===== src/mrf_pkg.sv =====
// Constants, types and check function of the Modbus RTU master framer
package mrf_pkg;
  localparam logic [1:0] PAR_NONE = 2'h0;
  localparam logic [1:0] PAR_EVEN = 2'h1;
  localparam logic [1:0] PAR_ODD = 2'h2;
  localparam logic [15:0] CRC_INIT = 16'hffff;
  localparam logic [15:0] CRC_POLY = 16'ha001;
  // Residue of the check run over a frame including its own check bytes
  localparam logic [15:0] CRC_GOOD = 16'h0000;
  localparam int DATA_BITS = 8;
  localparam int BITS_BASE = 10; // Start, data, stop
  localparam int GAP_END_HALF = 7; // 3.5 characters in half characters
  localparam int GAP_DROP_HALF = 3; // 1.5 characters in half characters
  localparam logic [7:0] ADDR_BCAST = 8'h00;
  localparam logic [7:0] ADDR_MAX = 8'hf7;
  localparam int FN_ERR_BIT = 7;
  localparam logic [3:0] MIN_FRAME = 4'h4;
  localparam logic [1:0] TAIL_DATA = 2'h0;
  localparam logic [1:0] TAIL_LO = 2'h1;
  localparam logic [1:0] TAIL_HI = 2'h2;

  typedef enum logic {TX_IDLE = 1'b0, TX_SEND = 1'b1} mrf_tx_t;
  typedef enum logic {RX_IDLE = 1'b0, RX_BUSY = 1'b1} mrf_rx_t;

  // One byte through the frame check, low bit first
  function automatic logic [15:0] crc_step(input logic [15:0] c, input logic [7:0] d);
    logic [15:0] r;
    r = c ^ {8'h00, d};
    for (int i = 0; i < DATA_BITS; i++) begin
      r = r[0] ? ((r >> 1) ^ CRC_POLY) : (r >> 1);
    end
    return r;
  endfunction : crc_step
endpackage : mrf_pkg


===== src/mrf_master.sv =====
// Modbus RTU master framer: sends request frames, frames and checks replies
// Functional notes
// - New frame only after 3.5 idle characters
// - Order: address, function, data, check word
// - Frame ends after 3.5 idle characters; the receiver closes a reply after 1.5
// - Master spaces its frames by 3.5 characters
// - All nodes share baud, data, parity settings
// - Parity selectable even, odd or none
// - Even parity: bit set on odd count
// - Odd parity: bit set on even count
// - Sixteen-bit check word protects every frame
// - Check register starts at all ones
// - Only the eight data bits are checked
// - Shift right, XOR a001 on carry, eight times
// - Check word low byte sent first
`timescale 1ns/1ps
`default_nettype none
module mrf_master #(
  parameter int CPB = 26042, // Clocks per bit, 9600 baud
  parameter int GW = 24
) (
  input wire logic clk_i,
  input wire logic rst_i,
  input wire logic [1:0] parity_mode_i,
  input wire logic [7:0] s_data_i,
  input wire logic s_last_i,
  input wire logic s_valid_i,
  output logic s_ready_o,
  output logic tx_o,
  output logic de_o,
  input wire logic rx_i,
  output logic [7:0] rx_data_o,
  output logic rx_valid_o,
  output logic rx_first_o,
  output logic frame_done_o,
  output logic frame_ok_o,
  output logic crc_err_o,
  output logic par_err_o,
  output logic addr_err_o,
  output logic exc_o,
  output logic tx_done_o
);
  localparam int CW = $clog2(CPB) + 1;
  localparam logic [CW-1:0] CPB_M1 = CW'(CPB - 1);
  localparam logic [CW-1:0] CPB_HALF = CW'(CPB / 2);

  typedef struct packed {
    mrf_pkg::mrf_tx_t tx_st;
    logic [1:0] tail;
    logic last;
    logic [9:0] tx_sh;
    logic [3:0] tx_cnt;
    logic [CW-1:0] tx_baud;
    logic [15:0] tx_crc;
    logic [7:0] tx_addr;
    logic tx_line;
    logic de;
    logic tx_done;
    logic [1:0][8:0] buf_d;
    logic buf_wp;
    logic buf_rp;
    logic [1:0] buf_n;
    logic rdy;
    logic [GW-1:0] idle;
    mrf_pkg::mrf_rx_t rx_st;
    logic [CW-1:0] rx_baud;
    logic [3:0] rx_k;
    logic [7:0] rx_sh;
    logic rx_pb;
    logic [15:0] rx_crc;
    logic [3:0] rx_cnt;
    logic rx_in;
    logic [7:0] rx_addr;
    logic [7:0] rx_fn;
    logic perr;
    logic [7:0] rx_data;
    logic rx_valid;
    logic rx_first;
    logic done;
    logic ok;
    logic crc_err;
    logic par_err;
    logic addr_err;
    logic exc;
  } mrf_st_t;

  localparam mrf_st_t ST_RST = '{tx_st: mrf_pkg::TX_IDLE, rx_st: mrf_pkg::RX_IDLE,
                                 tx_line: 1'b1, default: '0};

  mrf_st_t q;
  mrf_st_t n;
  logic par_on;
  logic [3:0] nb_m1;
  logic [GW-1:0] chr;
  logic [GW-1:0] t35;
  logic [GW-1:0] t15;
  logic tx_bend;

  function automatic logic par_bit(input logic [1:0] m, input logic [7:0] d);
    return (m == mrf_pkg::PAR_ODD) ? ~^d : ^d;
  endfunction : par_bit

  always_comb begin
    par_on = (parity_mode_i != mrf_pkg::PAR_NONE);
    nb_m1 = 4'(mrf_pkg::BITS_BASE - 1) + {3'h0, par_on};
    chr = GW'(CPB) * (GW'(nb_m1) + GW'(1));
    // Least gap rounds up, drop point is the first count past 1.5 characters
    t35 = (chr * GW'(mrf_pkg::GAP_END_HALF) + GW'(1)) >> 1;
    t15 = ((chr * GW'(mrf_pkg::GAP_DROP_HALF)) >> 1) + GW'(1);
    tx_bend = (q.tx_st == mrf_pkg::TX_SEND) && (q.tx_baud == CPB_M1) && (q.tx_cnt == 4'h0);
  end

  // Next state of transmitter, buffer, idle timer and receiver
  always_comb begin
    logic pop;
    logic wr;
    logic [8:0] head;
    logic bad;
    n = q;
    pop = 1'b0;
    wr = s_valid_i && q.rdy;
    head = q.buf_d[q.buf_rp];
    bad = 1'b0;
    n.tx_done = 1'b0;
    n.rx_valid = 1'b0;
    n.done = 1'b0;
    if (q.tx_st == mrf_pkg::TX_IDLE) begin
      if (q.buf_n != 2'h0 && q.idle >= t35) begin
        pop = 1'b1;
        n.tx_st = mrf_pkg::TX_SEND;
        n.de = 1'b1;
        n.tail = mrf_pkg::TAIL_DATA;
        n.tx_addr = head[7:0];
        n.tx_crc = mrf_pkg::crc_step(mrf_pkg::CRC_INIT, head[7:0]);
      end
    end else if (q.tx_baud != CPB_M1) begin
      n.tx_baud = q.tx_baud + CW'(1);
    end else if (q.tx_cnt != 4'h0) begin
      n.tx_baud = '0;
      n.tx_line = q.tx_sh[0];
      n.tx_sh = {1'b1, q.tx_sh[9:1]};
      n.tx_cnt = q.tx_cnt - 4'h1;
    end else if (q.tail == mrf_pkg::TAIL_DATA && !q.last) begin
      // bytes go out in queue order; line holds stop level while starved
      if (q.buf_n != 2'h0) begin
        pop = 1'b1;
        n.tx_crc = mrf_pkg::crc_step(q.tx_crc, head[7:0]);
      end
    end else if (q.tail == mrf_pkg::TAIL_DATA) begin
      n.tail = mrf_pkg::TAIL_LO;
    end else if (q.tail == mrf_pkg::TAIL_LO) begin
      n.tail = mrf_pkg::TAIL_HI;
    end else begin
      n.tx_st = mrf_pkg::TX_IDLE;
      n.de = 1'b0;
      n.tx_line = 1'b1;
      n.tx_done = 1'b1;
    end
    // Load the next character: start bit now, rest shifted out later
    if (pop || n.tail != q.tail) begin
      n.tx_baud = '0;
      n.tx_line = 1'b0;
      n.tx_cnt = nb_m1;
      if (pop) begin
        n.last = head[8];
        n.tx_sh[7:0] = head[7:0];
      end else begin
        n.tx_sh[7:0] = (n.tail == mrf_pkg::TAIL_LO) ? q.tx_crc[7:0] : q.tx_crc[15:8];
      end
      n.tx_sh[9:8] = {1'b1, par_on ? par_bit(parity_mode_i, n.tx_sh[7:0]) : 1'b1};
    end
    // Two-entry buffer; ready drops when full so the source stalls
    if (wr) begin
      n.buf_d[q.buf_wp] = {s_last_i, s_data_i};
      n.buf_wp = ~q.buf_wp;
    end
    if (pop) begin
      n.buf_rp = ~q.buf_rp;
    end
    n.buf_n = q.buf_n + {1'b0, wr} - {1'b0, pop};
    n.rdy = (n.buf_n != 2'h2);
    // Idle timer runs only while nobody drives the line
    if (q.rx_st == mrf_pkg::RX_BUSY || !rx_i || q.de) begin
      n.idle = '0;
    end else if (q.idle < t35) begin
      n.idle = q.idle + GW'(1);
    end
    // Receiver ignores its own echo while driving
    if (q.rx_st == mrf_pkg::RX_IDLE) begin
      if (!q.de && !rx_i) begin
        n.rx_st = mrf_pkg::RX_BUSY;
        n.rx_baud = CPB_HALF;
        n.rx_k = 4'h0;
      end
    end else if (q.rx_baud != CPB_M1) begin
      n.rx_baud = q.rx_baud + CW'(1);
    end else begin
      n.rx_baud = '0;
      n.rx_k = q.rx_k + 4'h1;
      if (q.rx_k == nb_m1) begin
        n.rx_st = mrf_pkg::RX_IDLE;
        bad = !rx_i || (par_on && q.rx_pb != par_bit(parity_mode_i, q.rx_sh));
        n.rx_data = q.rx_sh;
        n.rx_valid = 1'b1;
        n.rx_first = !q.rx_in;
        n.rx_in = 1'b1;
        n.rx_crc = mrf_pkg::crc_step(q.rx_in ? q.rx_crc : mrf_pkg::CRC_INIT, q.rx_sh);
        if (!q.rx_in) begin
          n.rx_addr = q.rx_sh;
          n.rx_fn = 8'h00;
          n.rx_cnt = 4'h1;
          n.perr = bad;
        end else begin
          n.perr = q.perr || bad;
          if (q.rx_cnt == 4'h1) begin
            n.rx_fn = q.rx_sh;
          end
          if (q.rx_cnt != 4'hf) begin
            n.rx_cnt = q.rx_cnt + 4'h1;
          end
        end
      end else if (q.rx_k == 4'h0) begin
        if (rx_i) begin
          n.rx_st = mrf_pkg::RX_IDLE; // Glitch, not a start bit
        end
      end else if (q.rx_k <= 4'(mrf_pkg::DATA_BITS)) begin
        n.rx_sh = {rx_i, q.rx_sh[7:1]};
      end else begin
        n.rx_pb = rx_i;
      end
    end
    if (q.rx_in && q.rx_st == mrf_pkg::RX_IDLE && q.idle == t15) begin
      n.rx_in = 1'b0;
      n.done = 1'b1;
      n.crc_err = (q.rx_cnt < mrf_pkg::MIN_FRAME) || (q.rx_crc != mrf_pkg::CRC_GOOD);
      n.par_err = q.perr;
      // reply must come from the addressed station
      n.addr_err = (q.rx_addr != q.tx_addr) || (q.rx_addr == mrf_pkg::ADDR_BCAST) ||
                   (q.rx_addr > mrf_pkg::ADDR_MAX);
      n.exc = q.rx_fn[mrf_pkg::FN_ERR_BIT];
      n.ok = !n.crc_err && !n.par_err && !n.addr_err && !n.exc;
    end
  end

  // Single state register, synchronous reset
  always_ff @(posedge clk_i) begin
    if (rst_i) begin
      q <= ST_RST;
    end else begin
      q <= n;
    end
  end

  // Outputs come straight from the state register
  assign s_ready_o = q.rdy;
  assign tx_o = q.tx_line;
  assign de_o = q.de;
  assign rx_data_o = q.rx_data;
  assign rx_valid_o = q.rx_valid;
  assign rx_first_o = q.rx_first;
  assign frame_done_o = q.done;
  assign frame_ok_o = q.ok;
  assign crc_err_o = q.crc_err;
  assign par_err_o = q.par_err;
  assign addr_err_o = q.addr_err;
  assign exc_o = q.exc;
  assign tx_done_o = q.tx_done;
endmodule : mrf_master
`default_nettype wire


===== config.mk =====
export PLATFORM = sky130hd
export DESIGN_NAME = mrf_master
export DESIGN_NICKNAME = d
export VERILOG_FILES = /design/src/mrf_pkg.sv /design/src/mrf_master.sv
export SDC_FILE = /design/constraint.sdc
export NUM_CORES = 1
export LEC_CHECK = 0
export ABC_AREA = 1
export BUFFER_PORTS_ARGS = -buffer_cell sky130_fd_sc_hd__buf_2
export CAP_MARGIN = 15
export CORE_UTILIZATION = 40
export CTS_CLUSTER_SIZE = 10
export DETAILED_ROUTE_END_ITERATION = 6
export PLACE_DENSITY_LB_ADDON = 0.1
export SYNTH_ARGS = -nofsm -noshare
export SYNTH_HDL_FRONTEND = slang
export SYNTH_SLANG_ARGS = --single-unit

===== constraint.sdc =====
create_clock -name clk_i -period 4.4 [get_ports clk_i]
set_input_delay 0.22 -clock clk_i [delete_from_list [all_inputs] [get_ports clk_i]]
set_output_delay 0.22 -clock clk_i [all_outputs]
set_load 0.02 [all_outputs]

==> impl_metrics.env, run 1 <==
export IMPL_status="finished, final reports clean"
export IMPL_rows=56
export IMPL_synthDistinctLibCells=50
export IMPL_grt_first_pass_wirelength_um=39600
export IMPL_r2r_end="q[110]$_SDFF_PP0_"
export IMPL_crit_type="register to register"
export IMPL_cts_setup_buffers=0
export IMPL_rsz0062_at_grt="no"
export IMPL_cts_made_buffers=17
export IMPL_dp_hpwl_um=17200
export IMPL_p_comb_frac=0.058
export IMPL_gr_usage_all_layers=0.197
export IMPL_powerDensity_mw_per_mm2=328
export IMPL_wl_um=23800
export IMPL_n_fill_cell=2449
export IMPL_hold_viol_final=0
export IMPL_synth_flop_cell="dfxtp_1"
export IMPL_syn_avg_cell_area_um2=6.99
export IMPL_cts_resized=0
export IMPL_worst_pin_slew_ns=0.839
export IMPL_ios=35
export IMPL_die_w_um=158
export IMPL_die_area_mm2=0.0251
export IMPL_antenna_found_initial=1
export IMPL_drt_first_iter_violations=487
export IMPL_cp_startpoint="q[99]$_SDFFE_PP0N_"
export IMPL_clk_latency_ns=0.44
export IMPL_cts_clk_slew_worst_paths_ns=0.07
export IMPL_intPower_mw=2.64
export IMPL_synth_area_leader_cell="dfxtp_1"
export IMPL_largest_register="q"
export IMPL_hold_path_startpoint="s_last_i"
export IMPL_multi_input_area_mm2=0.00513
export IMPL_layout_cells_non_filler=1740
export IMPL_crit_required_ns=4.69
export IMPL_yosys_warnings=0
export IMPL_avgViaCountPerCell=5.11
export IMPL_syn_num_nets=1433
export IMPL_rrSetupSlack_ns=0.71
export IMPL_whs_ns=0.0213
export IMPL_ys_ff_latch=185
export IMPL_die_h_um=158
export IMPL_fmax_mhz=271
export IMPL_finalCritPeriodShare=0.838
export IMPL_fin_util=0.454
export IMPL_cp_max_fo=33
export IMPL_io_buffer_count=34
export IMPL_fp_coreArea_mm2=0.0238
export IMPL_setup_viol=0
export IMPL_drc_errors=0
export IMPL_syn_instance_count=1399
export IMPL_area_growth_pct=10.1
export IMPL_grt_max_degree=60
export IMPL_placedCellCount=1706
export IMPL_gp_congestion=0.845
export IMPL_rr_startpoint="q[99]$_SDFFE_PP0N_"
export IMPL_rr_worst_depth=17
export IMPL_regArea_mm2=0.00370
export IMPL_clockRootBuffer="clkbuf_16"
export IMPL_arrival_ns=3.98
export IMPL_report_final_slew_viol_count=0
export IMPL_slew_headroom=0.436
export IMPL_tns_ns=0
export IMPL_grt_pass1_vias=7989
export IMPL_period_minus_slack_ns=3.69
export IMPL_vias=8891
export IMPL_cts_buffer_depth=2
export IMPL_layout_nets=1441
export IMPL_synth_edf_count=0
export IMPL_crit_path_end_kind="register"
export IMPL_cts_tree="yes"
export IMPL_drive_above_1_share=0.0761
export IMPL_min_path_type="input port to register"
export IMPL_wl_per_cell_um=13.7
export IMPL_syn_area_mm2=0.00979
export IMPL_synth_top_area_frac=0.378
export IMPL_gr_total_overflow=0
export IMPL_htree_levels=4
export IMPL_seqPwrFrac=0.484
export IMPL_min_to="q[121]$_SDFFE_PP0P_"
export IMPL_leakage_nw=4.16
export IMPL_ant_nets=0
export IMPL_cp_start_kind="register"
export IMPL_synthArstFlopShare=0
export IMPL_max_cap_violations=0
export IMPL_netlist_top_cells_area="dfxtp_1 38%, nand2_1 10%, inv_1 6.6%, a21oi_1 5.3%, o21ai_0 5.3%"
export IMPL_first_pass_iters=5
export IMPL_p_sw_frac=0.253
export IMPL_floorplan_initialDensity=0.412
export IMPL_largest_reg_flops=165
export IMPL_clkPwrFrac=0.458
export IMPL_ctsHoldBuffers=0
export IMPL_min_path_cells=3
export IMPL_p_switching_mw=0.896
export IMPL_peakVddDrop_v=0.000208
export IMPL_ys_seq_area_frac=0.378
export IMPL_skew_ns=0.0147
export IMPL_cts_sinks=185
## per-stage QoR
step | power [mW] | area [um2] | setup WS (ns)
after floorplan | 1.90 | 9790 | 1.34
after global placement | 1.96 | 10200 | 0.477
after detailed placement | 1.96 | 10200 | 0.354
after CTS | 3.59 | 10800 | 0.705
after global routing | 3.69 | 10800 | 0.337
final | 3.54 | 10800 | 0.715
## worst max-delay path, cell delays in order, from the launching register on
cell and delay (ns):
dfxtp_1 0.40, ha_1 0.25, nand2_1 0.08, a21oi_1 0.06, a21oi_1 0.16, nand2_1 0.08, nand2_2 0.09, nand4_2 0.18
nand2_2 0.17, nor2_4 0.05, nor2_4 0.56, inv_2 0.41, ha_1 0.40, inv_1 0.04, ha_1 0.18, xnor2_1 0.16
xor2_1 0.20, nor2_1 0.06
## worst max-delay path by stage
stage                      endpoint  slack [ns]  cells after the start
3_5_place_dp      q[110]$_SDFF_PP0_        0.35                     20
5_1_grt        s_ready_o$_SDFF_PP0_        0.34                     17
3_3_place_gp   s_ready_o$_SDFF_PP0_        0.48                     21
6_report          q[110]$_SDFF_PP0_        0.71                     17
2_1_floorplan  s_ready_o$_SDFF_PP0_        1.34                     25
4_1_cts           q[110]$_SDFF_PP0_        0.70                     17
## cell type report
cell class / count / share of cell area
multi-input combinational: 975 / 0.476
sequential: 185 / 0.344
inverter: 185 / 0.0644
clock buffer: 18 / 0.0407
tap: 319 / 0.0370
timing repair buffer: 43 / 0.0218
clock inverter: 14 / 0.0165
antenna: 1 / 0.000232
## power groups by stage
stage	combinational [mW]	clock, mW	sequential [mW]
finish	0.207	1.62	1.71
global placement	0.206	0	1.75
global route	0.231	1.74	1.72
detailed placement	0.206	0	1.75
floorplan	0.155	0	1.75
CTS	0.207	1.67	1.71
## layout by cell type, fill, tap and decap left out, types with 3 or more instances in the layout
| master | n |
|---|---|
| nand2_1 | 263 |
| dfxtp_1 | 185 |
| inv_1 | 171 |
| nor2_1 | 137 |
| a21oi_1 | 103 |
| o21ai_0 | 103 |
| nand3_1 | 93 |
| xor2_1 | 45 |
| buf_2 | 34 |
| nor3_1 | 31 |
| xnor2_1 | 31 |
| nand4_1 | 24 |
| ha_1 | 19 |
| clkbuf_16 | 17 |
| nor4_1 | 15 |
| a31oi_1 | 14 |
| o22ai_1 | 11 |
| o21ai_1 | 10 |
| inv_2 | 9 |
| nand2_2 | 8 |
| buf_4 | 8 |
| a221oi_1 | 7 |
| o221ai_1 | 6 |
| nor2_2 | 5 |
| clkinv_1 | 5 |
| o31ai_1 | 5 |
| o211ai_1 | 5 |
| a211oi_1 | 5 |
| inv_6 | 5 |
| o21a_1 | 4 |
| o32ai_1 | 3 |
| a32oi_1 | 3 |
| nor3_2 | 3 |
| inv_8 | 3 |
## cell usage after synthesis, types with 4 or more instances
library cell and count:
o31ai_1 5, a211oi_1 5, o221ai_1 6, inv_2 8
xnor2_1 31, nor2_2 5, inv_1 171, xor2_1 45
buf_4 9, buf_1 6, nor4_1 16, nand4_1 24
clkbuf_1 29, clkinv_1 6, nand2_1 263, a221oi_1 7
o21a_1 4, nand3_1 93, nor3_1 31, o21ai_1 10
ha_1 19, a21oi_1 103, buf_2 7, o211ai_1 5
a31oi_1 14, o21ai_0 103, nand2_2 8, dfxtp_1 185
nor2_1 137, o22ai_1 11
## routing by layer
layer  vias to the layer above  track usage  share of wire
met3                        19       0.0329          0.033
met1                      4093        0.269           0.51
met2                       140        0.322           0.45
met5                         -            0              0
li1                       4639            -              -
met4                         0       0.0449         0.0088
## cells by family after synthesis
group	Yosys count	share of synthesized area
flip-flops	185	0.378
XOR/XNOR	76	0.0680
buffers and inverters	239	0.0983
AND/OR/NAND/NOR	590	0.263
AO/OA/AOI/OAI	290	0.167
adder cells (fa/ha/maj)	19	0.0243
Power figures use the tool's default switching activity.
==> inputs of run 2 (changes only) <==
clock period = 3.1 ns   (was 4.4 ns; I/O delays follow)
==> impl_metrics.env, run 2 (synthesized netlist as in run 1, its figures left out) <==
export IMPL_peakVddDrop_v=0.000266
export IMPL_cts_tree="yes"
export IMPL_design_area_mm2=0.0112
export IMPL_grt_first_pass_wirelength_um=40700
export IMPL_min_to="q[35]$_SDFFE_PP0P_"
export IMPL_p_comb_frac=0.063
export IMPL_finalCritPeriodShare=0.917
export IMPL_intPower_mw=3.67
export IMPL_clkPwrFrac=0.449
export IMPL_total_power_mw=4.98
export IMPL_wl_um=24400
export IMPL_clockRootBuffer="clkbuf_16"
export IMPL_ant_nets=0
export IMPL_drc_errors=0
export IMPL_rr_startpoint="q[85]$_SDFFE_PP0N_"
export IMPL_slew_headroom=0.471
export IMPL_drt_first_iter_violations=482
export IMPL_wl_per_cell_um=13.7
export IMPL_whs_ns=0.0443
export IMPL_cts_setup_buffers=0
export IMPL_crit_type="register to register"
export IMPL_largest_register="q"
export IMPL_cp_start_kind="register"
export IMPL_clk_latency_ns=0.44
export IMPL_leakage_nw=4.36
export IMPL_setup_viol=0
export IMPL_grt_max_degree=55
export IMPL_gr_usage_all_layers=0.203
export IMPL_cts_buffer_depth=2
export IMPL_n_fill_cell=2447
export IMPL_cp_max_fo=8
export IMPL_powerDensity_mw_per_mm2=446
export IMPL_io_buffer_count=34
export IMPL_status="finished, final reports clean"
export IMPL_first_pass_iters=5
export IMPL_layout_nets=1478
export IMPL_htree_levels=4
export IMPL_vias=8998
export IMPL_drive_above_1_share=0.103
export IMPL_placed_area_mm2=0.0104
export IMPL_dp_slack_ns=0.0220
export IMPL_ios=35
export IMPL_skew_ns=0.0115
export IMPL_layout_common_cells="262 x nand2_1, 182 x dfxtp_1, 170 x inv_1"
export IMPL_r2r_end="q[186]$_SDFFE_PP0P_"
export IMPL_die_w_um=158
export IMPL_report_final_slew_viol_count=0
export IMPL_fin_util=0.469
export IMPL_avgViaCountPerCell=5.07
export IMPL_fp_coreArea_mm2=0.0238
export IMPL_hold_viol_final=0
export IMPL_cts_made_buffers=17
export IMPL_grt_pass1_vias=8179
export IMPL_largest_reg_flops=165
export IMPL_max_cap_violations=0
export IMPL_worst_slack_ns=0.257
export IMPL_period_minus_slack_ns=2.84
export IMPL_antenna_cells=0
export IMPL_area_growth_pct=13.9
export IMPL_arrival_ns=3.21
export IMPL_crit_path_end_kind="register"
export IMPL_seqPwrFrac=0.488
export IMPL_min_path_type="input port to register"
export IMPL_gr_total_overflow=0
export IMPL_rrSetupSlack_ns=0.26
export IMPL_p_switching_mw=1.30
export IMPL_p_sw_frac=0.262
export IMPL_crit_required_ns=3.46
export IMPL_antenna_found_initial=0
export IMPL_layout_commonest_cell="nand2_1"
export IMPL_gp_congestion=0.816
export IMPL_die_area_mm2=0.0251
export IMPL_fmax_mhz=352
export IMPL_rows=56
export IMPL_rr_worst_depth=23
export IMPL_cts_clk_slew_worst_paths_ns=0.08
export IMPL_hold_path_startpoint="rst_i"
export IMPL_worst_pin_slew_ns=0.788
export IMPL_rsz0062_at_grt="yes"
export IMPL_dp_hpwl_um=17800
export IMPL_cts_sinks=185
export IMPL_min_path_cells=2
export IMPL_floorplan_initialDensity=0.412
export IMPL_die_h_um=158
-- run 2: changes by cell type in the layout (fill, tap and decap cells not counted), moves of 3 or more --
cell / previous run / this run
buf_4: 8 / 34
dlygate4sd3_1: 0 / 10
nor2_1: 137 / 131
nor2_2: 5 / 10
dfxtp_1: 185 / 182
dfxtp_2: 0 / 3
nand2_4: 0 / 3
-- run 2: power by group through the flow --
stage               clock, mW  sequential (mW)  combinational (mW)
global placement            0             2.48               0.308
detailed placement          0             2.48               0.306
finish                   2.23             2.43               0.315
CTS                      2.31             2.43               0.317
floorplan                   0             2.48               0.220
global route             2.40             2.43               0.354
-- run 2: routing by layer --
layer,global-route usage,part of all wire,up-vias
met5,0,0,-
li1,-,-,4715
met4,0.0453,0.0048,0
met1,0.280,0.50,4139
met2,0.331,0.46,134
met3,0.0318,0.034,10
-- run 2: final cells by class --
class | instances | area [um2] | share of cell area
clock buffers | 17 | 425 | 0.0382
multi-input cells | 975 | 5190 | 0.465
inverters | 185 | 694 | 0.0623
well taps | 319 | 399 | 0.0358
clock inverters | 15 | 178 | 0.0159
repair buffers | 80 | 557 | 0.0499
flip-flops and latches | 185 | 3710 | 0.332
-- run 2: through the flow --
step	setup TNS, ns	std cells
2_1_floorplan	0	1399
3_3_place_gp	0	1734
3_5_place_dp	0	1734
4_1_cts	0	1776
5_1_grt	-0.0667	1776
6_report	0	1776
-- run 2: critical path, cell delays in order (launching register included) --
cell	delay (ns)
dfxtp_1	0.34
ha_1	0.32
a21oi_1	0.16
nor2_1	0.05
o21ai_1	0.11
nand2_1	0.08
nand2_2	0.12
nand4_4	0.13
nand2_4	0.12
nand3_1	0.11
nand2_4	0.13
buf_4	0.17
nand3_1	0.10
nand2_1	0.08
nand2_1	0.05
nand2_1	0.09
nand2_1	0.06
nand2_1	0.08
nand2_1	0.05
nand2_1	0.08
nand2_1	0.05
nand3_1	0.08
nand3_1	0.08
a21oi_1	0.13
-- run 2: worst max-delay path by stage --
stage	start	to	slack (ns)	depth (start not counted)
after floorplan	parity_mode_i[1]	s_ready_o$_SDFF_PP0_	0.11	25
after global placement	parity_mode_i[1]	q[186]$_SDFFE_PP0P_	0.13	26
after detailed placement	parity_mode_i[0]	q[186]$_SDFFE_PP0P_	0.02	26
after CTS	q[85]$_SDFFE_PP0N_	q[186]$_SDFFE_PP0P_	0.14	23
after global routing	q[85]$_SDFFE_PP0N_	q[186]$_SDFFE_PP0P_	-0.05	24
final	q[85]$_SDFFE_PP0N_	q[186]$_SDFFE_PP0P_	0.26	23
-- run 2: repair_timing --
item | CTS | global route
hold buffers | 10 | 0
endpoints found under the setup margin | 0 | 8
endpoints found under the hold margin | 12 | 0
gates resized for setup | 0 | 21
